[src/pmu_regs_pkg.sv]
package pmu_regs_pkg;

    // Register addresses on the serial port.
    localparam logic [4:0] ADDR_BUCK3_VOLT = 5'h00;
    localparam logic [4:0] ADDR_BUCK1_VOLT = 5'h07;
    localparam logic [4:0] ADDR_BUCK2_VOLT = 5'h08;
    localparam logic [4:0] ADDR_BUCK3_STBY = 5'h09;
    localparam logic [4:0] ADDR_COMP_CTRL = 5'h0B;
    localparam logic [4:0] ADDR_INT_ENABLE = 5'h0C;
    localparam logic [4:0] ADDR_INT_STATUS = 5'h0D;
    localparam logic [4:0] ADDR_MISC_CTRL = 5'h0E;

    // Field positions inside the control registers.
    localparam int COMP_HYST_BIT = 7;
    localparam int COMP_THR_MSB = 6;
    localparam int COMP_THR_LSB = 1;
    localparam int COMP_EN_BIT = 0;
    localparam int MISC_SLEEP_BIT = 1;
    localparam int MISC_POL_BIT = 0;
    localparam int INT_SRC_MSB = 4;
    localparam int BUCK12_MSB = 5;
    localparam int BUCK3_MSB = 6;

    // Reset values.
    localparam logic COMP_HYST_RST = 1'b0;
    localparam logic [5:0] COMP_THR_RST = 6'h19;
    localparam logic COMP_EN_RST = 1'b1;
    localparam logic [4:0] INT_EN_RST = 5'h01;
    localparam logic LDO_SLEEP_RST = 1'b0;
    localparam logic IRQ_POL_RST = 1'b0;
    localparam logic IRQ_PIN_RST = 1'b1;
    localparam logic [5:0] BUCK1_RST = 6'h26;
    localparam logic [5:0] BUCK2_RST = 6'h26;
    localparam logic [6:0] BUCK3_RST = 7'h64;
    localparam logic [6:0] BUCK3_STBY_RST = 7'h53;

    // Serial frame layout.
    localparam logic [1:0] CMD_WRITE = 2'h2;
    localparam logic [1:0] CMD_READ = 2'h3;
    localparam logic [3:0] HDR_BITS = 4'h7;
    localparam logic [3:0] FRAME_BITS = 4'hF;

    // Code to millivolt mapping constants.
    localparam logic [11:0] BUCK12_BASE_MV = 12'd1100;
    localparam logic [11:0] BUCK12_STEP_MV = 12'd50;
    localparam logic [11:0] BUCK12_MAX_MV = 12'd3600;
    localparam logic [5:0] BUCK12_SAT_CODE = 6'h32;
    localparam logic [11:0] BUCK3_BASE_MV = 12'd700;
    localparam logic [11:0] BUCK3_STEP_MV = 12'd5;

    // Positions of the pin inputs inside the synchroniser vector.
    localparam int SYN_SCLK = 0;
    localparam int SYN_CS = 1;
    localparam int SYN_DI = 2;
    localparam int SYN_COMP = 3;
    localparam int SYN_GOOD_LSB = 4;
    localparam int SYN_GOOD_MSB = 7;
    localparam int SYN_WIDTH = 8;

    // Serial frame states.
    typedef enum logic [2:0] {
        ST_IDLE,
        ST_HEADER,
        ST_WRITE,
        ST_READ,
        ST_SKIP
    } frame_state_type;

endpackage

[src/pin_sync.sv]
`timescale 1ns/1ps
`default_nettype none
// Two flip-flop synchroniser for a vector of independent pin levels.
module pin_sync #(
    parameter int WIDTH = 8
) (
    input wire logic clk_i,
    input wire logic rst_i,
    input wire logic ce_i,
    input wire logic [WIDTH-1:0] async_i,
    output logic [WIDTH-1:0] sync_o
);

    logic [WIDTH-1:0] meta_q; // First stage, read only by the second stage.
    logic [WIDTH-1:0] sync_q; // Second stage, safe for logic.
    logic [WIDTH-1:0] meta_d;
    logic [WIDTH-1:0] sync_d;

    // Next values simply shift the pins one stage along.
    always_comb begin
        meta_d = async_i;
        sync_d = meta_q;
    end

    // Both stages clear on reset and hold while the clock enable is low.
    always_ff @(posedge clk_i) begin
        if (rst_i) begin
            meta_q <= '0;
            sync_q <= '0;
        end else if (ce_i) begin
            meta_q <= meta_d;
            sync_q <= sync_d;
        end
    end

    assign sync_o = sync_q;

endmodule
`default_nettype wire

[src/pmu_control_register_bank.sv]
`timescale 1ns/1ps
`default_nettype none
// Register bank of the power-management unit, reached over a four-wire serial port.
module pmu_control_register_bank
    import pmu_regs_pkg::*;
(
    input wire logic CLK_I,
    input wire logic RST_I,
    input wire logic CE_I,
    input wire logic SPI_SCLK_I,
    input wire logic SPI_CS_I,
    input wire logic SPI_DI_I,
    output logic SPI_DO_O,
    input wire logic COMP_OUT_I,
    input wire logic BUCK1_GOOD_I,
    input wire logic BUCK2_GOOD_I,
    input wire logic BUCK3_GOOD_I,
    input wire logic LINEAR_RAIL_GOOD_I,
    output logic COMP_HYST_DOUBLE_O,
    output logic [5:0] COMP_THRESHOLD_O,
    output logic TRIP_DETECTOR_ENABLE_O,
    output logic LDO_SLEEP_O,
    output logic IRQ_O,
    output logic [11:0] BUCK1_MV_O,
    output logic [11:0] BUCK2_MV_O,
    output logic [11:0] BUCK3_MV_O,
    output logic [11:0] BUCK3_STBY_MV_O
);

    logic [SYN_WIDTH-1:0] pins_async; // Raw pin levels.
    logic [SYN_WIDTH-1:0] pins_sync; // Pin levels after two flip-flops.
    logic sclk_s; // Synchronised serial clock.
    logic cs_s; // Synchronised chip select, high while a frame runs.
    logic di_s; // Synchronised serial data in.
    logic sclk_rise; // Serial clock rising edge seen this cycle.
    logic sclk_fall; // Serial clock falling edge seen this cycle.

    // Serial engine state.
    frame_state_type state_q, state_d;
    logic sclk_prev_q, sclk_prev_d; // Last synchronised serial clock level.
    logic [3:0] cnt_q, cnt_d; // Number of serial bits taken in this frame.
    logic [7:0] shin_q, shin_d; // Incoming shift register.
    logic [7:0] shout_q, shout_d; // Outgoing read data.
    logic [4:0] addr_q, addr_d; // Address latched from the header.
    logic do_q, do_d; // Serial data out level.

    // Register state.
    logic hyst_q, hyst_d; // Hysteresis doubling.
    logic [5:0] thr_q, thr_d; // Comparator threshold code.
    logic cen_q, cen_d; // Trip detector enable.
    logic [4:0] int_en_q, int_en_d; // Interrupt source enables.
    logic [4:0] status_q, status_d; // Live status levels.
    logic sleep_q, sleep_d; // Linear regulator sleep.
    logic pol_q, pol_d; // Interrupt polarity, one for active high.
    logic [5:0] buck1_q, buck1_d; // Buck 1 voltage code.
    logic [5:0] buck2_q, buck2_d; // Buck 2 voltage code.
    logic [6:0] buck3_q, buck3_d; // Buck 3 voltage code.
    logic [6:0] stby_q, stby_d; // Buck 3 standby voltage code.

    // Derived outputs.
    logic irq_q, irq_d;
    logic [11:0] mv1_q, mv1_d;
    logic [11:0] mv2_q, mv2_d;
    logic [11:0] mv3_q, mv3_d;
    logic [11:0] mvs_q, mvs_d;

    // Every pin crosses into the clock domain through two flip-flops.
    assign pins_async = {LINEAR_RAIL_GOOD_I, BUCK3_GOOD_I, BUCK2_GOOD_I, BUCK1_GOOD_I,
                         COMP_OUT_I, SPI_DI_I, SPI_CS_I, SPI_SCLK_I};

    pin_sync #(
        .WIDTH(SYN_WIDTH)
    ) u_pin_sync (
        .clk_i(CLK_I),
        .rst_i(RST_I),
        .ce_i(CE_I),
        .async_i(pins_async),
        .sync_o(pins_sync)
    );

    assign sclk_s = pins_sync[SYN_SCLK];
    assign cs_s = pins_sync[SYN_CS];
    assign di_s = pins_sync[SYN_DI];
    assign sclk_rise = sclk_s & ~sclk_prev_q;
    assign sclk_fall = ~sclk_s & sclk_prev_q;

    // Read multiplexer; unmapped addresses and unused bits read zero.
    function automatic logic [7:0] read_reg(input logic [4:0] a);
        logic [7:0] r;
        r = 8'h00;
        if (a == ADDR_COMP_CTRL) begin
            r[COMP_HYST_BIT] = hyst_q;
            r[COMP_THR_MSB:COMP_THR_LSB] = thr_q;
            r[COMP_EN_BIT] = cen_q;
        end else if (a == ADDR_INT_ENABLE) begin
            r[INT_SRC_MSB:0] = int_en_q;
        end else if (a == ADDR_INT_STATUS) begin
            r[INT_SRC_MSB:0] = status_q;
        end else if (a == ADDR_MISC_CTRL) begin
            r[MISC_SLEEP_BIT] = sleep_q;
            r[MISC_POL_BIT] = pol_q;
        end else if (a == ADDR_BUCK1_VOLT) begin
            r[BUCK12_MSB:0] = buck1_q;
        end else if (a == ADDR_BUCK2_VOLT) begin
            r[BUCK12_MSB:0] = buck2_q;
        end else if (a == ADDR_BUCK3_VOLT) begin
            r[BUCK3_MSB:0] = buck3_q;
        end else if (a == ADDR_BUCK3_STBY) begin
            r[BUCK3_MSB:0] = stby_q;
        end
        return r;
    endfunction

    // Buck 1 and 2 mapping: linear in 50 mV steps, flat at the top.
    function automatic logic [11:0] buck12_mv(input logic [5:0] c);
        logic [11:0] v;
        v = BUCK12_BASE_MV + 12'(BUCK12_STEP_MV * {6'h00, c});
        if (c >= BUCK12_SAT_CODE) begin
            v = BUCK12_MAX_MV;
        end
        return v;
    endfunction

    // Serial engine and register writes: computes every next value except status, interrupt and voltage outputs.
    always_comb begin
        logic [7:0] wdata;
        wdata = 8'h00;
        state_d = state_q;
        sclk_prev_d = sclk_s;
        cnt_d = cnt_q;
        shin_d = shin_q;
        shout_d = shout_q;
        addr_d = addr_q;
        do_d = do_q;
        hyst_d = hyst_q;
        thr_d = thr_q;
        cen_d = cen_q;
        int_en_d = int_en_q;
        sleep_d = sleep_q;
        pol_d = pol_q;
        buck1_d = buck1_q;
        buck2_d = buck2_q;
        buck3_d = buck3_q;
        stby_d = stby_q;
        if (!cs_s) begin
            // Frame closed: engine idles and data out rests low.
            state_d = ST_IDLE;
            cnt_d = 4'h0;
            do_d = 1'b0;
        end else begin
            if (state_q == ST_IDLE) begin
                state_d = ST_HEADER;
            end
            if (sclk_rise && state_q != ST_SKIP) begin
                // Data in is taken on the rising serial clock edge.
                shin_d = {shin_q[6:0], di_s};
                cnt_d = 4'(cnt_q + 4'h1);
                case (state_q)
                    ST_IDLE, ST_HEADER: begin
                        if (cnt_d == HDR_BITS) begin
                            addr_d = shin_d[4:0];
                            if (shin_d[6:5] == CMD_READ) begin
                                state_d = ST_READ;
                                shout_d = read_reg(shin_d[4:0]);
                                do_d = shout_d[7];
                            end else if (shin_d[6:5] == CMD_WRITE) begin
                                state_d = ST_WRITE;
                            end else begin
                                state_d = ST_SKIP;
                            end
                        end
                    end
                    ST_WRITE: begin
                        if (cnt_d == FRAME_BITS) begin
                            wdata = shin_d;
                            state_d = ST_SKIP;
                            if (addr_q == ADDR_COMP_CTRL) begin
                                hyst_d = wdata[COMP_HYST_BIT];
                                thr_d = wdata[COMP_THR_MSB:COMP_THR_LSB];
                                cen_d = wdata[COMP_EN_BIT];
                            end else if (addr_q == ADDR_INT_ENABLE) begin
                                int_en_d = wdata[INT_SRC_MSB:0];
                            end else if (addr_q == ADDR_MISC_CTRL) begin
                                sleep_d = wdata[MISC_SLEEP_BIT];
                                pol_d = wdata[MISC_POL_BIT];
                            end else if (addr_q == ADDR_BUCK1_VOLT) begin
                                buck1_d = wdata[BUCK12_MSB:0];
                            end else if (addr_q == ADDR_BUCK2_VOLT) begin
                                buck2_d = wdata[BUCK12_MSB:0];
                            end else if (addr_q == ADDR_BUCK3_VOLT) begin
                                buck3_d = wdata[BUCK3_MSB:0];
                            end else if (addr_q == ADDR_BUCK3_STBY) begin
                                stby_d = wdata[BUCK3_MSB:0];
                            end
                            // Status and unmapped addresses drop the data.
                        end
                    end
                    default: begin
                        state_d = state_q;
                    end
                endcase
            end else if (sclk_fall && state_q == ST_READ) begin
                // Read data moves out on the falling edge, most significant first.
                if (cnt_q == FRAME_BITS) begin
                    state_d = ST_SKIP;
                    do_d = 1'b0;
                end else if (cnt_q > HDR_BITS) begin
                    // The top bit stands through the fall after the header, so the host sees it at rise 8.
                    shout_d = {shout_q[6:0], 1'b0};
                    do_d = shout_q[6];
                end
            end
            if (state_q == ST_WRITE) begin
                do_d = 1'b0;
            end
        end
    end

    // Status, interrupt pin and voltage outputs.
    always_comb begin
        logic any_src;
        any_src = 1'b0;
        status_d = pins_sync[SYN_GOOD_MSB:SYN_COMP];
        any_src = |(status_q & int_en_q);
        irq_d = pol_q ? any_src : ~any_src;
        mv1_d = buck12_mv(buck1_q);
        mv2_d = buck12_mv(buck2_q);
        mv3_d = BUCK3_BASE_MV + 12'(BUCK3_STEP_MV * {5'h00, buck3_q});
        mvs_d = BUCK3_BASE_MV + 12'(BUCK3_STEP_MV * {5'h00, stby_q});
    end

    // All state loads on reset, then follows the next values while enabled.
    always_ff @(posedge CLK_I) begin
        if (RST_I) begin
            state_q <= ST_IDLE;
            sclk_prev_q <= 1'b0;
            cnt_q <= 4'h0;
            shin_q <= 8'h00;
            shout_q <= 8'h00;
            addr_q <= 5'h00;
            do_q <= 1'b0;
            hyst_q <= COMP_HYST_RST;
            thr_q <= COMP_THR_RST;
            cen_q <= COMP_EN_RST;
            int_en_q <= INT_EN_RST;
            status_q <= 5'h00;
            sleep_q <= LDO_SLEEP_RST;
            pol_q <= IRQ_POL_RST;
            buck1_q <= BUCK1_RST;
            buck2_q <= BUCK2_RST;
            buck3_q <= BUCK3_RST;
            stby_q <= BUCK3_STBY_RST;
            irq_q <= IRQ_PIN_RST;
            mv1_q <= 12'h000;
            mv2_q <= 12'h000;
            mv3_q <= 12'h000;
            mvs_q <= 12'h000;
        end else if (CE_I) begin
            state_q <= state_d;
            sclk_prev_q <= sclk_prev_d;
            cnt_q <= cnt_d;
            shin_q <= shin_d;
            shout_q <= shout_d;
            addr_q <= addr_d;
            do_q <= do_d;
            hyst_q <= hyst_d;
            thr_q <= thr_d;
            cen_q <= cen_d;
            int_en_q <= int_en_d;
            status_q <= status_d;
            sleep_q <= sleep_d;
            pol_q <= pol_d;
            buck1_q <= buck1_d;
            buck2_q <= buck2_d;
            buck3_q <= buck3_d;
            stby_q <= stby_d;
            irq_q <= irq_d;
            mv1_q <= mv1_d;
            mv2_q <= mv2_d;
            mv3_q <= mv3_d;
            mvs_q <= mvs_d;
        end
    end

    // Outputs come straight from flip-flops.
    assign SPI_DO_O = do_q;
    assign COMP_HYST_DOUBLE_O = hyst_q;
    assign COMP_THRESHOLD_O = thr_q;
    assign TRIP_DETECTOR_ENABLE_O = cen_q;
    assign LDO_SLEEP_O = sleep_q;
    assign IRQ_O = irq_q;
    assign BUCK1_MV_O = mv1_q;
    assign BUCK2_MV_O = mv2_q;
    assign BUCK3_MV_O = mv3_q;
    assign BUCK3_STBY_MV_O = mvs_q;

endmodule
`default_nettype wire

[config.mk]
export PLATFORM = sky130hd
export DESIGN_NAME = pmu_control_register_bank
export DESIGN_NICKNAME = d
export VERILOG_FILES = /design/src/pmu_regs_pkg.sv /design/src/pin_sync.sv /design/src/pmu_control_register_bank.sv
export SDC_FILE = /design/constraint.sdc
export NUM_CORES = 1
export LEC_CHECK = 0
export BUFFER_PORTS_ARGS = -buffer_cell sky130_fd_sc_hd__buf_4
export CAP_MARGIN = 20
export CORE_MARGIN = 1
export CORE_UTILIZATION = 35
export CTS_CLUSTER_SIZE = 40
export DETAILED_ROUTE_END_ITERATION = 10
export GPL_ROUTABILITY_DRIVEN = 0
export PLACE_DENSITY = 0.61
export SETUP_SLACK_MARGIN = 0.3
export SYNTH_ARGS = -nofsm -noshare
export SYNTH_HDL_FRONTEND = slang
export SYNTH_SLANG_ARGS = --single-unit
[constraint.sdc]
create_clock -name CLK_I -period 3.2 [get_ports CLK_I]
set_input_delay 0.32 -clock CLK_I [delete_from_list [all_inputs] [get_ports CLK_I]]
set_output_delay 0.32 -clock CLK_I [all_outputs]
set_load 0.02 [all_outputs]
# --- After elaboration in Yosys (flattened, before gate mapping) ---
# Cells that the tools add are included.
totals:
  input_bits: 11
  regBits: 139
  out_inout_bits: 59
classes:
  eq_ne: 32
  n_lt_le_gt_ge: 3
  add_sub_neg: 5
  n_bitwise: 12
  reduce_logical: 22
  mux: 45
  mul: 4
ops:
  columns: ["operator", "count"]
  rows:
  - ["$mux W7", 10]
  - ["$eq A5 B4 Y1 const B", 11]
  - ["$mux W3", 9]
  - ["$add A11 B12 Y12 const A", 2]
  - ["$mux W12", 2]
  - ["$add A10 B10 Y11 const A", 2]
  - ["$mul A5 B6 Y11 const A", 2]
  - ["$mul A3 B7 Y10 const A", 2]
  - ["$ne A4 B4 Y1 const B", 4]
  - ["$reduce_and A8 Y1", 2]
  - ["$mux W5", 3]
  - ["$mux W1", 13]
  - ["$ge A6 B6 Y1 const B", 2]
  - ["$mux W6", 2]
  - ["$reduce_and A12 Y1", 1]
  - ["$reduce_and A6 Y1", 2]
  - ["$reduce_and A11 Y1", 1]
  - ["$eq A5 B3 Y1 const B", 2]
  - ["$logic_not A5 Y1", 2]
  - ["$reduce_and A10 Y1", 1]
  - ["$not A1 Y1", 9]
  - ["$reduce_and A9 Y1", 1]
  - ["$eq A4 B4 Y1 const B", 2]
  - ["$mux W4", 2]
  - ["23 further kinds", 34]

# --- Depth between registers and ports, before layout ---
logic_depth:
  word_depth: 13
  ltp_mapped: 13
  ltp_nobuf: 13

# --- By module ---
# Synthesis repeated with hierarchy kept, for this count alone.
hier_totals:
  cells_unflattened: 944
  area_unflattened_um2: 8209.1
by_module_without_submodules:
  columns: ["mod", "cells_per_inst", "area_each_um2", "instances"]
  rows:
  - ["pmu_control_register_bank", 892, 7628.6, 1]
  - ["pin_sync", 52, 580.6, 1]

# --- Least setup slack after synthesis ---
# No wires, ideal clock.
synth_path:
  path_kind: "register to register"
  from: "register buck1_q[2]"
  to: "register mv1_q[11] (netlist: BUCK1_MV_O[11])"
  stages_incl_launch_ff: 12
  period_less_slack_ns: 3.084
  t_required_ns: 3.114
  path_buffers: 0
  setup_slack_ns: 0.116
  arrival_ns: 2.999
  path_cell_list: "dfxtp_1 > inv_1 > ha_1 > ha_1 > ha_1 > ha_1 > o21ai_0 > or4b_2 > o2111ai_1 > a41oi_1 > xor2_1 > a211oi_1"
synth_via:
  elab_chain_cells: 3
  word_cells_on_any_way: 4
synth_lines:
  columns: ["item", "line_no", "source"]
  rows:
  - ["from (decl)", "pmu_control_register_bank.sv:55", "logic [5:0] buck1_q, buck1_d;"]
  - ["from (signal assigned)", "pmu_control_register_bank.sv:273", "buck1_q <= buck1_d;"]
  - ["$mul A5 B6 Y11", "pmu_control_register_bank.sv:117", "v = BUCK12_BASE_MV + 12'(BUCK12_STEP_MV * {6'h00, c});"]
  - ["$add A11 B12 Y12", "pmu_control_register_bank.sv:117", null]
  - ["$mux W12 (*)", "pmu_control_register_bank.sv:118", "if (c >= BUCK12_SAT_CODE) begin"]
  - ["to (signal assigned)", "pmu_control_register_bank.sv:278", "mv1_q <= mv1_d;"]
  - ["to (decl)", "pmu_control_register_bank.sv:62", "logic [11:0] mv1_q, mv1_d;"]
# Every way passes the cells marked *; elsewhere a longest branch is shown, timed or not.
# A chain may end at the register's enable or synchronous reset.

# --- Worst setup path in the final report ---
layout_path:
  from: "register buck1_q[1]"
  to: "register mv1_q[11] (netlist: BUCK1_MV_O[11])"
# The elaborated chain is that of the path after synthesis.

==> impl_metrics.toml <==
[global_route]
antenna_found_initial = 0
first_global_vias = 6444
overflow = 0
grt_first_pass_wirelength_mm = 33.10
grt_use_total = 0.1715
grt_max_degree = 91

[critical_path]
critical_path_class = "flip-flop to flip-flop"
start_kind = "flip-flop"
cp_data_arrival_time_ns = 3.17
setup.worst_path.end_class = "flip-flop"
required_ns = 3.54
crit_path_max_fanout = 8

[routing]
wl_mm = 20.20
wl_per_cell_microns = 15.28
via_per_inst = 5.148
via_count = 6805
route.antenna.remaining_nets = 0
initial_drt_pass_iterations = 5
drt_first_iter_violations = 417
drc = 0

[clock_tree]
cts_max_path_buffers = 2
clock_tree.root_cell = "sky130_fd_sc_hd__clkbuf_16"
clock_tree_from_tritoncts = "yes"
cts_num_sinks = 135
cts-htree-levels = 4
numCtsBuffers = 17
worstSkewPairLatency_ns = 0.43
clk_pin_slew_worst_paths_ns = 0.06

[timing]
final-setup-viol-count = 0
tns_ns = 0
slew_headroom = 0.4361
setup_repair_after_global_routing_missed_its_margin = "true"
worst-slew-pin-transition_ns = 0.8448
period_minus_slack_ns = 2.835
holdWs_ns = 0.1252
report.final.hold_viol_count = 0
final-max-slew-violation-count = 0
clock-skew-final_ns = 0.007338
period_share = 0.8858
achievable_clock_frequency_mhz = 352.8

[synth]
synth_cell_types = 75
synth_seq_cells = 135
post_synth_instance_area_sq_mm = 0.008264
asyncSetResetFlopFracSynth = 0
synth_area_leaders = "sky130_fd_sc_hd__dfxtp_1, sky130_fd_sc_hd__ha_1, sky130_fd_sc_hd__mux2i_1, sky130_fd_sc_hd__nor2_1, sky130_fd_sc_hd__inv_1"
syn-instance-count = 942
synth_seq_area_share = 0.3270
postSynthAreaPerCell_sq_um = 8.773
synth_enable_flop_cells = 0
synth_top_area_share = 0.3270
synth_common_cells = "sky130_fd_sc_hd__dfxtp_1, sky130_fd_sc_hd__nor2_1, sky130_fd_sc_hd__ha_1"
netlist.top_cell.by_area = "sky130_fd_sc_hd__dfxtp_1"
ys.flop_type = "sky130_fd_sc_hd__dfxtp_1"
synth-warning-count = 0

[die]
floorplan.initialDensity = 0.3606
die_width_microns = 155.7
top_level_ports = 70
num_rows = 55
fp.dieH_microns = 155.7
core-area_sq_mm = 0.02292
die-area_sq_mm = 0.02423

[pwr]
leakage_power_nw = 4.148
combPwrFrac = 0.056
power.share.clock = 0.513
intPower_mw = 3.050
sw_frac_of_total = 0.2434
ir_worst_vdd_uv = 306.0
power_switching_mw = 0.9812
p_per_area_mw_per_mm2 = 399.4
power_mw = 4.031
power.share.sequential = 0.431

[cells_and_area]
synthToLayoutAreaGrowth_pct = 22.13
layout.nets = 1097
antenna-diode-count = 0
drive_gt1_frac = 0.1933

[placed_design]
dpl.hpwl_mm = 14.24
placement.io_buffers = 65

[job]
max_cap_violations = 0

[status]
status = "complete, no violations"

[worst_hold_path]
hold_class = "primary input to flip-flop"
==> cells in the final DEF (no fill, tap or decap), drive strengths merged, types with 13 or more instances in the layout <==
cell,instances
a211oi,18
a21oi,43
buf,90
clkbuf,18
dfxtp,135
ha,78
inv,76
mux2i,74
nand2,38
nand2b,22
nor2,137
nor2b,20
o21ai,38
o22ai,13
xnor2,16
xor2,13
==> layer usage <==
layer  share of wire  track usage  vias up
met1            0.49       0.2361     3217
met4           0.017      0.05929        0
met5               0            0        -
met2            0.45       0.2697      151
li1                -            -     3408
met3           0.038      0.02889       29
==> per-stage QoR <==
step / utilization / setup WS (ns) / cell area (sq um) / instances
final: 0.4405 / 0.3653 / 10090 / 1322
after global routing: 0.4405 / 0.2618 / 10090 / 1322
after CTS: 0.4298 / 0.2894 / 9848 / 1318
after detailed placement: 0.3980 / 0.08464 / 9120 / 1282
after global placement: 0.3980 / 0.1804 / 9120 / 1282
after floorplan: - / 0.3005 / 8354 / 945
==> repair_timing <==
item                       in CTS  in global routing
setup buffers                   4                  4
setup endpoints to repair       7                  9
resized for setup              17                 40
hold buffers                    0                  0
hold endpoints to repair        0                  0
pin swaps                       9                  9
==> sequential cells by signal, indices dropped and copies added, names as in the netlist, 3 cells and up <==
signal,flops
u_pin_sync.sync_o,8
BUCK3_STBY_MV_O,11
cnt_q,4
BUCK3_MV_O,11
int_en_q,5
BUCK2_MV_O,11
shout_q,7
shin_q,7
buck1_q,6
buck3_q,7
COMP_THRESHOLD_O,6
state_q,3
stby_q,7
buck2_q,6
addr_q,5
status_q,5
u_pin_sync.meta_q,8
BUCK1_MV_O,11
==> layout make-up <==
cell class / count / area [sq um]
Clock buffer: 18 / 429.2
Clock inverter: 14 / 187.7
Fill cell: 2258 / 12820
Inverter: 69 / 261.5
Multi-Input combinational cell: 683 / 5401
Sequential cell: 135 / 2734
Tap cell: 313 / 391.6
Timing Repair Buffer: 90 / 688.2
==> cell families after synthesis <==
logic type / count (synthesis) / synth area share
multiplexers: 74 / 0.08963
flip-flops: 135 / 0.3270
buffers and inverters: 127 / 0.06207
adder cells (fa/ha/maj): 90 / 0.1472
AO/OA/AOI/OAI: 194 / 0.1584
XOR/XNOR: 29 / 0.03073
other: 1 / 0.0004538
AND/OR/NAND/NOR: 292 / 0.1846
==> worst paths after layout <==
path                                     from                    to  slack, ns  depth (start not counted)
worst max-delay path               buck1_q[1]        BUCK1_MV_O[11]       0.37                         11
worst min-delay path                 SPI_CS_I  u_pin_sync.meta_q[1]       0.13                          3
worst max register to register     buck1_q[1]        BUCK1_MV_O[11]       0.37                         11
worst min register to register  BUCK1_MV_O[6]         BUCK1_MV_O[6]       0.47                          2
==> power by group through the flow <==
stage          registers (mW)  clock network (mW)  logic [mW]
2_1_floorplan            1.80                   0       0.125
3_3_place_gp             1.78                   0       0.228
3_5_place_dp             1.78                   0       0.229
4_1_cts                  1.74                2.12       0.230
5_1_grt                  1.74                2.19       0.246
6_report                 1.74                2.07       0.227
==> critical path, stage by stage (launching register included) <==
cell                        delay, ns
sky130_fd_sc_hd__dfxtp_4         0.35
sky130_fd_sc_hd__buf_4           0.16
sky130_fd_sc_hd__ha_1            0.18
sky130_fd_sc_hd__ha_1            0.27
sky130_fd_sc_hd__ha_1            0.29
sky130_fd_sc_hd__ha_1            0.30
sky130_fd_sc_hd__a211oi_2        0.08
sky130_fd_sc_hd__or4b_4          0.54
sky130_fd_sc_hd__o2111ai_4       0.12
sky130_fd_sc_hd__a41oi_1         0.08
sky130_fd_sc_hd__xor2_1          0.19
sky130_fd_sc_hd__a211oi_1        0.19
No activity file was read; power rests on OpenSTA's default activity.
